## src/logic/srac_pkg.sv

```systemverilog
// Constants for the host-side controller of an asynchronous byte-wide SRAM.
// Assumes a 200 MHz system clock; every pin time is rounded to whole cycles.
package srac_pkg;

	// Pin and timer widths
	localparam int SRAC_ADDR_W = 20;
	localparam int SRAC_DATA_W = 8;
	localparam int SRAC_CNT_W = 4;

	// Clock period and pin times in ns, as printed
	localparam int SRAC_CLK_NS = 5;
	localparam int SRAC_READ_CYCLE_MIN_NS = 45;
	localparam int SRAC_ADDRESS_TO_READ_VALID_NS = 45;
	localparam int SRAC_OUTPUT_ENABLE_TO_FLOAT_NS = 18;
	localparam int SRAC_WRITE_CYCLE_MIN_NS = 45;
	localparam int SRAC_WRITE_STROBE_WIDTH_NS = 35;
	localparam int SRAC_WRITE_DATA_SETUP_NS = 25;
	localparam int SRAC_WRITE_DATA_HOLD_NS = 0;
	localparam int SRAC_RETENTION_RECOVERY_NS = 45;

	// Cycle counts: waits on minimum times round up, maximum delays we wait out round up too
	localparam int SRAC_SYNC_STAGES = 2;
	localparam int SRAC_READ_VALID_CYC =
		(SRAC_ADDRESS_TO_READ_VALID_NS + SRAC_CLK_NS - 1) / SRAC_CLK_NS;
	localparam int SRAC_READ_CYC = SRAC_READ_VALID_CYC + SRAC_SYNC_STAGES + 1;
	localparam int SRAC_FLOAT_CYC =
		(SRAC_OUTPUT_ENABLE_TO_FLOAT_NS + SRAC_CLK_NS - 1) / SRAC_CLK_NS;
	localparam int SRAC_STROBE_CYC =
		(SRAC_WRITE_STROBE_WIDTH_NS + SRAC_CLK_NS - 1) / SRAC_CLK_NS;
	localparam int SRAC_HOLD_CYC = 1;
	localparam int SRAC_RECOVERY_CYC =
		(SRAC_RETENTION_RECOVERY_NS + SRAC_CLK_NS - 1) / SRAC_CLK_NS;

	// Timer load values (a state lasts load + 1 cycles)
	localparam logic [SRAC_CNT_W-1:0] SRAC_LD_READ = SRAC_CNT_W'(SRAC_READ_CYC - 1);
	localparam logic [SRAC_CNT_W-1:0] SRAC_LD_FLOAT = SRAC_CNT_W'(SRAC_FLOAT_CYC - 1);
	localparam logic [SRAC_CNT_W-1:0] SRAC_LD_STROBE = SRAC_CNT_W'(SRAC_STROBE_CYC - 1);
	localparam logic [SRAC_CNT_W-1:0] SRAC_LD_HOLD = SRAC_CNT_W'(SRAC_HOLD_CYC - 1);
	localparam logic [SRAC_CNT_W-1:0] SRAC_LD_RECOVERY = SRAC_CNT_W'(SRAC_RECOVERY_CYC - 1);

	// Access sequencer states, Gray coded along the write path
	typedef enum logic [2:0] {
		SRAC_IDLE = 3'h0,
		SRAC_WR_PULSE = 3'h1,
		SRAC_WR_HOLD = 3'h3,
		SRAC_TURN = 3'h2,
		SRAC_RD_WAIT = 3'h6,
		SRAC_SLEEP = 3'h7,
		SRAC_WAKE = 3'h5
	} srac_state_t;

endpackage : srac_pkg

```

## src/logic/srac_host.sv

```systemverilog
// Host controller that sequences reads and writes of an asynchronous SRAM.
// Assumes the SRAM pins are wired straight out and the board resolves the data bus.
//
// Operation
// - Write starts when both selects and strobe active
// - Data set up 25 ns, held past end
// - Select, address, strobe 35 ns; cycle 45 ns
// - Address set before start, held past end; here address changes on the same edge as selects and strobe
// - Write strobe stays high during reads
// - Host drives only after memory floats
// - Address valid no later than select
// - Deselect before retention, wait 45 ns after
`timescale 1ns/1ps
module srac_host
	import srac_pkg::*;
#(
	parameter int ADDR_W = srac_pkg::SRAC_ADDR_W,
	parameter int DATA_W = srac_pkg::SRAC_DATA_W
) (
	// Clock, reset, enable
	input wire logic clk_sys_i,
	input wire logic sys_rst_i,
	input wire logic ce_i,
	// Command port
	input wire logic req_i,
	input wire logic write_i,
	input wire logic [ADDR_W-1:0] addr_i,
	input wire logic [DATA_W-1:0] wdata_i,
	output logic ready_o,
	output logic [DATA_W-1:0] rdata_o,
	output logic rvalid_o,
	// Retention control
	input wire logic sleep_i,
	output logic asleep_o,
	// SRAM pins
	output logic [ADDR_W-1:0] mem_addr_o,
	output logic select_low_active_n_o,
	output logic select_high_active_o,
	output logic write_strobe_n_o,
	output logic output_enable_n_o,
	input wire logic [DATA_W-1:0] mem_data_i,
	output logic [DATA_W-1:0] mem_data_o,
	output logic mem_data_oe_o
);
	import srac_pkg::*;

	typedef struct packed {
		srac_state_t state;
		logic [ADDR_W-1:0] addr;
		logic [DATA_W-1:0] wdata;
		logic [DATA_W-1:0] rdata;
		logic rvalid;
		logic sel_n;
		logic sel;
		logic we_n;
		logic oe_n;
		logic data_oe;
		logic [DATA_W-1:0] sync1;
		logic [DATA_W-1:0] sync2;
	} srac_host_t;

	// Reset leaves the memory deselected with every strobe inactive
	localparam srac_host_t SRAC_RST = '{
		state: SRAC_IDLE,
		sel_n: 1'b1,
		we_n: 1'b1,
		oe_n: 1'b1,
		default: '0
	};

	srac_host_t r;
	srac_host_t next_r;
	logic t_load;
	logic [SRAC_CNT_W-1:0] t_val;
	logic t_done;

	initial begin
		if (ADDR_W < 1 || DATA_W < 1) begin
			$error("srac_host: widths must be at least 1");
		end
		if (SRAC_READ_CYC > (1 << SRAC_CNT_W) || SRAC_RECOVERY_CYC > (1 << SRAC_CNT_W)) begin
			$error("srac_host: phase timer too narrow");
		end
		if (SRAC_STROBE_CYC + SRAC_HOLD_CYC + SRAC_FLOAT_CYC
			< (SRAC_WRITE_CYCLE_MIN_NS + SRAC_CLK_NS - 1) / SRAC_CLK_NS) begin
			$error("srac_host: write cycle shorter than minimum");
		end
	end

	srac_timer #(
		.CNT_W(SRAC_CNT_W)
	) u_timer (
		.clk_sys_i(clk_sys_i),
		.sys_rst_i(sys_rst_i),
		.ce_i(ce_i),
		.load_i(t_load),
		.value_i(t_val),
		.done_o(t_done)
	);

	// Sequencer: one access at a time, bus turnaround after every access
	always_comb begin
		next_r = r;
		next_r.rvalid = 1'b0;
		next_r.sync1 = mem_data_i; // Pin data is asynchronous to us
		next_r.sync2 = r.sync1;
		t_load = 1'b0;
		t_val = '0;
		case (r.state)
			SRAC_IDLE: begin
				if (sleep_i) begin
					// Already deselected here, so retention may begin at once
					next_r.state = SRAC_SLEEP;
				end else if (req_i) begin
					// Address, selects and strobe all change on the same edge
					next_r.addr = addr_i;
					next_r.sel_n = 1'b0;
					next_r.sel = 1'b1;
					t_load = 1'b1;
					if (write_i) begin
						// Output enable stays high, so the memory is floating
						next_r.wdata = wdata_i;
						next_r.data_oe = 1'b1;
						next_r.we_n = 1'b0;
						t_val = SRAC_LD_STROBE;
						next_r.state = SRAC_WR_PULSE;
					end else begin
						next_r.oe_n = 1'b0;
						t_val = SRAC_LD_READ;
						next_r.state = SRAC_RD_WAIT;
					end
				end
			end
			SRAC_WR_PULSE: begin
				if (t_done) begin
					// The strobe alone ends the write; data and address still held
					next_r.we_n = 1'b1;
					t_load = 1'b1;
					t_val = SRAC_LD_HOLD;
					next_r.state = SRAC_WR_HOLD;
				end
			end
			SRAC_WR_HOLD: begin
				if (t_done) begin
					next_r.sel_n = 1'b1;
					next_r.sel = 1'b0;
					next_r.data_oe = 1'b0;
					t_load = 1'b1;
					t_val = SRAC_LD_FLOAT;
					next_r.state = SRAC_TURN;
				end
			end
			SRAC_RD_WAIT: begin
				if (t_done) begin
					// Sampled after the access time plus the synchroniser delay
					next_r.rdata = r.sync2;
					next_r.rvalid = 1'b1;
					next_r.oe_n = 1'b1;
					next_r.sel_n = 1'b1;
					next_r.sel = 1'b0;
					t_load = 1'b1;
					t_val = SRAC_LD_FLOAT;
					next_r.state = SRAC_TURN;
				end
			end
			SRAC_TURN: begin
				// Wait for the memory drivers to float before anything new
				if (t_done) begin
					next_r.state = SRAC_IDLE;
				end
			end
			SRAC_SLEEP: begin
				if (!sleep_i) begin
					t_load = 1'b1;
					t_val = SRAC_LD_RECOVERY;
					next_r.state = SRAC_WAKE;
				end
			end
			SRAC_WAKE: begin
				if (t_done) begin
					next_r.state = SRAC_IDLE;
				end
			end
			default: begin
				next_r = SRAC_RST;
			end
		endcase
	end

	// State register; the clock enable freezes everything
	always_ff @(posedge clk_sys_i) begin
		if (sys_rst_i) begin
			r <= SRAC_RST;
		end else if (ce_i) begin
			r <= next_r;
		end
	end

	// Ready and asleep are decoded combinationally, rvalid and data come straight from flops
	assign ready_o = (r.state == SRAC_IDLE) && !sleep_i;
	assign asleep_o = (r.state == SRAC_SLEEP);
	assign rdata_o = r.rdata;
	assign rvalid_o = r.rvalid;
	assign mem_addr_o = r.addr;
	assign select_low_active_n_o = r.sel_n;
	assign select_high_active_o = r.sel;
	assign write_strobe_n_o = r.we_n;
	assign output_enable_n_o = r.oe_n;
	assign mem_data_o = r.wdata;
	assign mem_data_oe_o = r.data_oe;

endmodule : srac_host

```

## src/logic/srac_timer.sv

```systemverilog
// Down-counting phase timer for the SRAM access sequencer.
// Assumes the caller loads it on entry to each timed state and reads done_o.
`timescale 1ns/1ps
module srac_timer #(
	parameter int CNT_W = 4
) (
	// Clock and control
	input wire logic clk_sys_i,
	input wire logic sys_rst_i,
	input wire logic ce_i,
	// Load and status
	input wire logic load_i,
	input wire logic [CNT_W-1:0] value_i,
	output logic done_o
);

	typedef struct packed {
		logic [CNT_W-1:0] count;
	} srac_timer_t;

	srac_timer_t r;
	srac_timer_t next_r;

	initial begin
		if (CNT_W < 1) begin
			$error("srac_timer: CNT_W must be at least 1");
		end
	end

	// Load wins over counting; count parks at zero
	always_comb begin
		next_r = r;
		if (load_i) begin
			next_r.count = value_i;
		end else if (r.count != '0) begin
			next_r.count = r.count - CNT_W'(1);
		end
	end

	// State register, frozen while the clock enable is low
	always_ff @(posedge clk_sys_i) begin
		if (sys_rst_i) begin
			r <= '0;
		end else if (ce_i) begin
			r <= next_r;
		end
	end

	assign done_o = (r.count == '0); // From a register

endmodule : srac_timer

```

## config.mk

```make
export PLATFORM = sky130hd
export DESIGN_NAME = srac_host
export DESIGN_NICKNAME = d
export VERILOG_FILES = /design/src/logic/srac_pkg.sv /design/src/logic/srac_host.sv /design/src/logic/srac_timer.sv
export SDC_FILE = /design/constraint.sdc
export NUM_CORES = 1
export LEC_CHECK = 0
export ABC_AREA = 1
export BUFFER_PORTS_ARGS = -buffer_cell sky130_fd_sc_hd__buf_2
export CORE_MARGIN = 4
export CORE_UTILIZATION = 30
export DETAILED_ROUTE_END_ITERATION = 16
export PLACE_DENSITY = 0.55
export SYNTH_ARGS = -nofsm -noshare
export SYNTH_HDL_FRONTEND = slang
export SYNTH_SLANG_ARGS = --single-unit
```

## constraint.sdc

```tcl
create_clock -name clk_sys_i -period 2.2 [get_ports clk_sys_i]
set_clock_uncertainty 0.15 [all_clocks]
set_input_delay 0.44 -clock clk_sys_i [delete_from_list [all_inputs] [get_ports clk_sys_i]]
set_output_delay 0.44 -clock clk_sys_i [all_outputs]
set_load 0.02 [all_outputs]
```

# [Word-level counts from Yosys, hierarchy flattened]
# Index checks and enable logic that the tools add are counted.
[totals] regBits=65 latch_bits=0 ram_bits=0 romBits=0 input_bits=42 output_inout_bits=44 elab_cells=101 memories=0
[classes] add_sub_neg=1 multipliers=0 n_div=0 n_lt_le_gt_ge=0 eq_ne=17 shift=0 mux=39 bitwise=6 n_reduce_logical=25
[op_table] operator="case mux 28 bit (2 select lines)" n=1
[op_table] operator="2-to-1 mux 31 bit" n=1
[op_table] operator="AND reduction 6 bit" n=5
[op_table] operator="2-to-1 mux 28 bit" n=1
[op_table] operator="2-to-1 mux 4 bit" n=6
[op_table] operator="2-to-1 mux 3 bit" n=6
[op_table] operator="case mux 9 bit (2 select lines)" n=1
[op_table] operator="2-to-1 mux 16 bit" n=1
[op_table] operator="!= test 2 bit, second input constant" n=8
[op_table] operator="case mux 3 bit (5 select lines)" n=1
[op_table] operator="OR reduction 5 bit" n=3
[op_table] operator="case mux 1 bit (3 select lines)" n=4
[op_table] operator="case mux 4 bit (3 select lines)" n=1
[op_table] operator="OR reduction 6 bit" n=2
[op_table] operator="2-to-1 mux 11 bit" n=1
[op_table] operator="2-to-1 mux 5 bit" n=2
[op_table] operator="== test 3 bit, second input constant" n=3
[op_table] operator="2-to-1 mux 1 bit" n=9
[op_table] operator="2-to-1 mux 8 bit" n=1
[op_table] operator="case mux 2 bit (4 select lines)" n=1
[op_table] operator="OR reduction 7 bit" n=1
[op_table] operator="== test 3 x 2 -> 1 bit, second input constant" n=2
[op_table] operator="NOT 1 bit" n=6
[op_table] operator="AND reduction 5 bit" n=1
[op_table] operator="17 further kinds" n=20

# [Longest topological paths before layout]
# Gate-level depths: netlist of run 1.
[depth] word_depth=5 depth_mapped=11 mapped_depth_nobuf=10

# [Hierarchy]
# From an unflattened synthesis of run 1, not the netlist that was laid out.
[unflattened] cells_unflattened=489 area_unflattened_um2=3304.4
[modules_own_cells] module="srac_host" instances=1 cells_per_inst=446 area_each_um2=3035.4 seq_area_each_um2=1221.2
[modules_own_cells] module="srac_timer" instances=1 cells_per_inst=43 area_each_um2=269.0 seq_area_each_um2=80.1

# [Least setup slack after synthesis of run 1]
# Ideal clock, no wire load.
[synth_timing] kind="reg-to-reg" from="reg r[58] in the netlist's numbering" to="reg r[58] in the netlist's numbering" setup_ps=129 arrival_ps=1391 required_time_ps=1921 slack_ps=530 path_stages_with_launch=9 path_buffers=0 period_less_slack_ps=1670 cell_sequence="dfxtp_1 nor2_2 nand2_2 nor2_1 a21oi_2 nand2_2 nand2_1 nand2_1 nor2_1"
[synth_via] elab_chain_cells=4 word_cells_on_any_way=16 cone_classes="eq/ne (11); mux (1); reduce/logical (4)"
[synth_lines] element="from (decl)" line="srac_host.sv:71" rtl="srac_host_t r;"
[synth_lines] element="from (signal assigned)" line="srac_host.sv:195" rtl="r <= next_r;"
[synth_lines] element="== test 3 bit / == test 3 x 2 -> 1 bit (equally long branches)" line="srac_host.sv:109" rtl="case (r.state)"
[synth_lines] element="OR reduction 2 bit (no line)"
[synth_lines] element="!= test 2 x 1 -> 1 bit (no line)"
[synth_lines] element="AND reduction 6 bit (no line)"
# Parallel ways exist; a longest one is shown, timed or not.
# A chain may end at the register's enable or synchronous reset.

# [Worst setup path in the final report of run 1]
[layout_timing] from="reg r[58] in the netlist's numbering" to="out ready_o"
[layout_via] elab_chain_cells=2
[layout_lines] element="zero test 3 bit" line="srac_host.sv:200" rtl="assign ready_o = (r.state == SRAC_IDLE) && !sleep_i;"
[layout_lines] element="logical AND 1 bit" line="srac_host.sv:200"
[layout_lines] element="to (decl)" line="srac_host.sv:29" rtl="output logic ready_o,"
# Every way passes these cells.

==> results of run 1 <==
[sequential cells by signal (all words and copies together), names as in the netlist]
| register | flops |
|---|---|
| rdata_o | 8 |
| rvalid_o | 1 |
| select_high_active_o | 1 |
| write_strobe_n_o | 1 |
| select_low_active_n_o | 1 |
| output_enable_n_o | 1 |
| u_timer.r | 4 |
| mem_addr_o | 20 |
| mem_data_oe_o | 1 |
| r | 19 |
| mem_data_o | 8 |
[how the worst max path moves through the flow]
stage	cells after the start	slack, ns	end
final	4	0.12	ready_o
after global placement	8	0.30	mem_addr_o[17]$_SDFFE_PP0P_
after detailed placement	8	0.26	mem_addr_o[17]$_SDFFE_PP0P_
after floorplan	8	0.53	r[58]$_SDFFE_PP0P_
after global routing	4	0.01	ready_o
after CTS	4	0.09	ready_o
[cell usage in the layout, fill, tap and decap left out, types with 2 or more instances in the layout]
master	synthesis	final
clkbuf_8	0	12
buf_2	3	85
nand3_1	16	16
o21ai_0	22	22
nand2_2	4	4
a21oi_1	64	64
nand2_1	119	119
buf_4	36	2
nand2_4	2	2
nor2_4	3	3
dfxtp_1	65	65
nor2_1	17	17
inv_2	4	3
a21oi_2	2	2
inv_1	33	33
nor3_1	9	9
[metrics by stage]
step / setup slack [ns] / instance area, um2 / std cells / utilization / total power, mW
2_1_floorplan: 0.530 / 3110 / 426 / - / 2.72
3_3_place_gp: 0.298 / 3350 / 593 / 0.338 / 2.95
3_5_place_dp: 0.256 / 3350 / 593 / 0.338 / 2.96
4_1_cts: 0.0924 / 3530 / 608 / 0.356 / 3.92
5_1_grt: 0.0104 / 3530 / 608 / 0.356 / 4.19
6_report: 0.118 / 3530 / 608 / 0.356 / 3.86
[cells by family after synthesis]
family / share of synthesized area
DFF: 0.419
buffers and inverters: 0.169
xor gates and xnor gates: 0.00282
AOI/OAI and AO/OA: 0.158
adders and majority gates: 0.00403
and+or+nand+nor: 0.247
[repair_timing]
item,in CTS,in global routing
setup buffers,0,0
setup endpoints to repair,0,1
resized for setup,0,1
[worst max-delay path, delay by kind of cell (launching register included)]
family,cells,cell delay [ns]
flops,1,0.36
buf+inv,1,0.20
simple gates,3,0.59
[per-layer routing]
| metal | track usage | vias up |
|---|---|---|
| met5 | 0 | - |
| li1 | - | 1416 |
| met2 | 0.200 | 72 |
| met1 | 0.143 | 1197 |
| met3 | 0.0352 | 10 |
| met4 | 0.0401 | 0 |
[layout make-up]
cell class                      instances  share of cell area
Multi-Input combinational cell        270               0.362
Sequential cell                        65               0.369
Inverter                               37              0.0401
Clock inverter                          2             0.00354
Timing Repair Buffer                   88               0.130
Clock buffer                           13              0.0479
Tap cell                              133              0.0471
[report_power, final]
part           internal (mW)  switching (mW)
Combinational          0.492           0.985
Sequential              1.34           0.105
Clock                  0.494           0.440
Total                   2.33            1.53
==> impl_summary.md, run 1 <==
Yosys
The number of enable-type register cells in the synthesized netlist is 0. After technology mapping, the gate count stands at approximately 430. The average size of a mapped cell is 7.29 um2. The share of synthesized area in the top cell type comes to 0.419.

The synthesized design spends more area on one cell type than any other, namely dfxtp_1. The count of synthesis-stage warnings from yosys is 0. The post-synthesis sequential area ratio is 0.419.

Synthesis produced a netlist with a net count of between 400 and 500. Yosys instantiated no cell more often than nand2_1. Counting flops and latches in the post-synthesis netlist gives 65. The async set or reset register ratio after synthesis is 0. The main flop type after synthesis is dfxtp_1. By count the netlist is led by nand2_1 (119), dfxtp_1 (65), a21oi_1 (64), buf_4 (36), inv_1 (33). Ranked by total cell area, the synthesized netlist is headed by dfxtp_1 (42%), nand2_1 (14%), a21oi_1 (10%). The number of different library cells used by synthesis comes to 30. After synthesis the cells add up to 0.00311 mm2.

Drt
In this run the top signal layer used is met4. The total length of routed wires is 7040 um. The number of vias per cell is between 4 and 5.

Detailed routing placed a total of 3170 um of wire on met2. The met3 wire length is approximately 520 um. Dividing the detail-routed wire length by the instance count gives 11.6 um. In the routed design, unresolved DRC markers number 0.

The met1 routed wirelength after detailed routing is around 3200 um. The via count is approximately 2.7k. The number of optimization iterations in the first detailed-route pass is 4. The antenna violation net count after detailed routing is 0. The DRC violation total after the first TritonRoute iteration is approximately 150.

Worst setup path
Walking the worst path, the cells encountered are nor2_2, nand2_2, nor2_1, buf_2. Across all register-to-register paths, the minimum setup slack is around 0.29 ns. The origin of the critical flop-to-flop path is r[58]$_SDFFE_PP0P_. The most critical setup path has its startpoint at r[58]$_SDFFE_PP0P_. Measured in cells, the most critical reg-to-reg path has a length of 7.

The highest-delay cell along the critical path is dfxtp_1. STA classifies the critical path startpoint as a register. The required time at the worst-slack endpoint is ~1.6 ns. The worst setup path is captured at a primary output. The critical path data arrival time is about 1.5 ns.

Of all nets on the critical path, the largest fanout is 6. The critical register-to-register path endpoint is mem_addr_o[18]$_SDFFE_PP0P_. The delay of the slowest cell on the worst path is ~0.36 ns. The classification of the worst setup path is register to primary output.

Die
The number of placement rows is 36. The area of the core is around 0.0099 mm2. The initial core utilization is 0.313. Measured along the y axis, the die boundary spans around 110 um. 86 I/O pins were placed. The area enclosed by the die boundary is between 0.01 and 0.015 mm2. The die boundary width is around 110 um.

STA
The actual transition at the worst max-transition pin is between 0.5 and 0.6 ns. Dividing the final minimum period by the clock period gives 0.946. The final max-slew violation count was 0.

Setup repair after global routing left no endpoint under its margin. Based on the critical path, the design can be clocked at up to ~0.48 GHz. Summed over all failing endpoints, the final setup total negative slack is 0 ns.

The final count of hold timing violations is 0. The post-route minimum period is around 2.1 ns. The tightest hold margin is about 0.20 ns. The count of endpoints failing setup in the final report is 0. The remaining max-slew budget at the tightest pin is 0.638.

Outcome
The run finished with clean final reports.

Placement
Summed over all nets, the half-perimeter wirelength after detailed placement is 5010 um. At the end of routability-driven placement, the weighted congestion stood at 0.865. The count of buffers added on input and output ports is 85.

Clock tree
The clock reaches the later pin of the worst-skew pair after around 0.33 ns. The clock input transition at the sequential cells of the worst setup and hold paths is roughly 0.07 ns. For this design, the CTS-stage hold fixing added 0 buffers. The count of H-tree levels built during CTS is 3.

Counting along the longest clock path gives a buffer depth of 2. In this run, CTS created clock tree buffers numbering 9. The cell at the root of the clock tree is clkbuf_8. TritonCTS built the clock tree. The clock net in this run drives a total of 65 sinks.

Hold path
The path with the worst hold slack has its endpoint at r[10]$_SDFFE_PP0P_. The hold-critical path depth is 3. The launch point of the worst hold path is mem_data_i[2]. The tightest min-delay check is of the primary input to register type.

Layout
The growth of design area from synthesis to finish is 13.7%. The number of nets in the layout is 514. The share of final-layout standard cells stronger than drive strength 1 is 0.255. Summing all multi-input logic gate instances after layout gives between 0.001 and 0.0015 mm2. Summing all flip-flop and latch instances after layout gives 0.00130 mm2.

The layout has between 1k and 1.5k filler cells. The antenna diode count is 0.

Global route
The via count of the first global-routing pass is between 2k and 3k. The global-route usage over all layers is 0.118. The residual overflow from global routing is 0. The pin count of the biggest net entering global routing is 46. The number of antenna violations at the first check in global routing was 0.

The first global-routing pass estimated around 11000 um of wire.

Power and ir drop
The cell leakage power is 1.64 nW. The power per standard cell area is 1090 mW/mm2. VDD sags by at most around 0.34 mV.

Run
The number of violations of the max-capacitance limit is 0.
Note: power is estimated with default switching activity, not from simulation.
==> run 2, diff against run 1 <==
- CORE_MARGIN: 4 -> unset
- SETUP_SLACK_MARGIN: unset -> 0.5
==> run 2 against run 1 <==
Cell count up 3.3%. Wire length up 6.1%. First-iteration DRC count down 1.9%. Design area up 8.3%. Critical path depth unchanged. Global-route usage up 1.7 points. Hold slack better by 0.0050 ns. Critical endpoint unchanged. Clock power up 8%. Highest routed layer unchanged.
==> impl_summary.md, run 2 (synthesized netlist as in run 1, its figures left out) <==
Worst setup path
The highest-delay cell along the critical path is dfxtp_4 (was dfxtp_1). The delay of the slowest cell on the worst path is 0.38 ns (was 0.36 ns). The required time at the worst-slack endpoint is 1.61 ns (about the same). The kind of end point of the critical path is a primary output (unchanged). The critical path data arrival time is 1.16 ns (was 1.49 ns).

The largest delay contributor family on the critical path is flip-flops (was simple AND/OR/NAND/NOR gates). The total buffers and inverters traversed by the critical path is 1 (unchanged). The classification of the worst setup path is register to primary output (unchanged). The maximum fanout along the worst path is 6 (unchanged). Cells along the critical path: nor2_4, nand2_4, nor2_4, buf_6 (was nor2_2, nand2_2, nor2_1, buf_2). The most used cell along the critical path is nor2_4. The nature of the critical path startpoint is a register (unchanged).

Drt
The met2 routed wirelength is 3440 um (was 3170 um). The total length of routed wires is 7470 um (was 7040 um). The top routing layer in use is met4 (unchanged). The number of vias per cell came to 4.46 (was 4.43). The met1 routed wirelength after detailed routing is 3560 um (was 3250 um). The number of optimization iterations in the first detailed-route pass came to 4 (unchanged).

The antenna violation net count after detailed routing is 0 (unchanged). The via count was 2798 (was 2695). The wire length per cell after detailed routing is 11.9 um (was 11.6 um). The DRC violation total after the first TritonRoute iteration is 151 (was 154). The number of DRC violations after detailed routing is 0 (unchanged). The met3 wire length was 413 um (was 522 um).

Layout
The number of fill cells is 1057 (was 1070). Highest-count cells in the layout ignoring fill and taps: nand2_1 (117), buf_2 (84), a21oi_1 (64) (was nand2_1 (119), buf_2 (85), dfxtp_1 (65)). The number of flip-flops in the largest register came to 20 (unchanged). The number of nets in the layout is 533 (was 514). The commonest non-fill, non-tap cell in the layout was nand2_1 (unchanged). The growth of design area from synthesis to finish is 23.1% (was 13.7%). The antenna diode count is 0 (unchanged). The share of final-layout standard cells stronger than drive strength 1 is 0.317 (was 0.255).

Global route
The global-route usage over all layers came to 0.135 (was 0.118). The number of antenna violations at the first check in global routing is 0 (unchanged). The wire length of the first global-routing pass came to 12100 um (was 11400 um). The pin count of the biggest net entering global routing is 33 (was 46). The via count of the first global-routing pass came to 2609 (was 2531). The residual overflow from global routing is 0 (unchanged).

Clock tree
The cell at the root of the clock tree is clkbuf_8 (unchanged). The count of clock tree sinks is 65 (unchanged). The worst-case clock buffer depth is 2 (unchanged). The count of H-tree levels built during CTS is 3 (unchanged).

The clock input transition at the sequential cells of the worst setup and hold paths is 0.07 ns (about the same). The number of buffers added by the clock tree synthesis step is 9 (unchanged). The TritonCTS clock tree is built (unchanged).

The insertion delay to the later sink of the worst-skew pair was 0.33 ns (about the same).

Die
The area enclosed by the die boundary is 0.0108 mm2 (was 0.0120 mm2). The I/O pin count is 86 (unchanged). The number of placement rows is 36 (unchanged). The die boundary width was 104 um (was 110 um). The vertical die dimension is 104 um (was 110 um).

The area of the core is 0.00991 mm2 (unchanged). The initial core utilization is 0.313 (unchanged).

Placement
The final weighted congestion in routability-driven placement came to 0.880 (was 0.865). The count of input and output buffers was 85 (unchanged). The pre-CTS setup slack is 0.257 ns (was 0.256 ns). The half-perimeter wire length of the detailed placement result is 4910 um (was 5010 um).

Hold path
The worst hold path class is primary input to register (unchanged).

STA
The actual transition at the worst max-transition pin was 0.542 ns (about the same). The final worst-path cycle share is 0.796 (was 0.946). The post-route minimum period is 1.75 ns (was 2.08 ns). The count of endpoints failing setup in the final report is 0 (unchanged). The remaining max-slew budget at the tightest pin is 0.638 (about the same). The final max-slew violation count came to 0 (unchanged). The final count of hold timing violations is 0 (unchanged).

The worst setup slack after layout is 0.449 ns (was 0.118 ns). RSZ-0062 raised after global routing: yes (was no). The setup total negative slack is 0 ns (unchanged). The highest attainable clock frequency is 0.571 GHz (was 0.480 GHz).

Power and ir drop
The power per standard cell area is 1150 mW/mm2 (was 1090 mW/mm2). The cell leakage power is 1.76 nW (was 1.64 nW). The worst voltage drop across the vdd grid came to 0.432 mV (was 0.343 mV).

Run
The number of violations of the max-capacitance limit was 0 (unchanged).

Outcome
Result of the run: complete, no violations (unchanged).
[run 2: cell types whose count changed in the layout (fill, tap and decap cells not counted), moves of 3 or more]
cell	change
buf_4	+15
inv_1	-5
dfxtp_1	-3
dfxtp_4	+3
nand3_1	-3
nor2_4	+3
[run 2: cell type report]
class                           count  area, um2  share of cell area
Clock buffer                       11        141              0.0370
Inverter                           37        154              0.0402
Sequential cell                    65       1310               0.343
Multi-Input combinational cell    271       1350               0.353
Tap cell                          133        166              0.0435
Timing Repair Buffer              106        644               0.169
Clock inverter                      5       55.1              0.0144
[run 2: where the power goes]
part	switching [mW]	internal [mW]	leakage (nW)
clock	0.455	0.551	0.0953
combinational	1.14	0.788	1.13
sequential	0.117	1.35	0.533
[run 2: path summary, 6_finish.rpt]
check,start,to,slack [ns],depth (start not counted)
worst max-delay path,r[58]$_SDFFE_PP0P_,ready_o,0.45,4
worst min register to register,r[8]$_SDFFE_PP0P_,r[0]$_SDFFE_PP0P_,0.31,2
worst min-delay path,addr_i[19],mem_addr_o[19]$_SDFFE_PP0P_,0.21,3
worst max register to register,r[59]$_SDFFE_PP0P_,u_timer.r[1]$_SDFFE_PP0P_,0.55,9
[run 2: routing by layer]
metal  global-route usage  vias to the layer above
li1                     -                     1463
met1                0.175                     1243
met2                0.218                       86
met3               0.0346                        6
met4               0.0459                        0
met5                    0                        -
[run 2: tightest hold or removal path: stages]
cell and delay (ns):
buf_2 0.10, nand2_1 0.05, a21oi_1 0.05
[run 2: through the flow]
stage	area [um2]	hold WS, ns	utilization	std cells	power [mW]
5_1_grt	3820	0.194	0.386	628	4.73
2_1_floorplan	3110	0.285	-	426	2.72
6_report	3820	0.206	0.386	628	4.41
4_1_cts	3650	0.186	0.368	616	4.17
3_5_place_dp	3340	0.300	0.337	594	2.95
3_3_place_gp	3340	0.292	0.337	594	2.94
[run 2: timing repair]
| action | 4_1_cts | 5_1_grt |
|---|---|---|
| resized for setup | 23 | 13 |
| hold buffers | 0 | 0 |
| hold endpoints to repair | 0 | 0 |
| pin swaps | 2 | 6 |
| endpoints found under the setup margin | 55 | 56 |
| cloned | 0 | 2 |
| setup buffers | 6 | 10 |
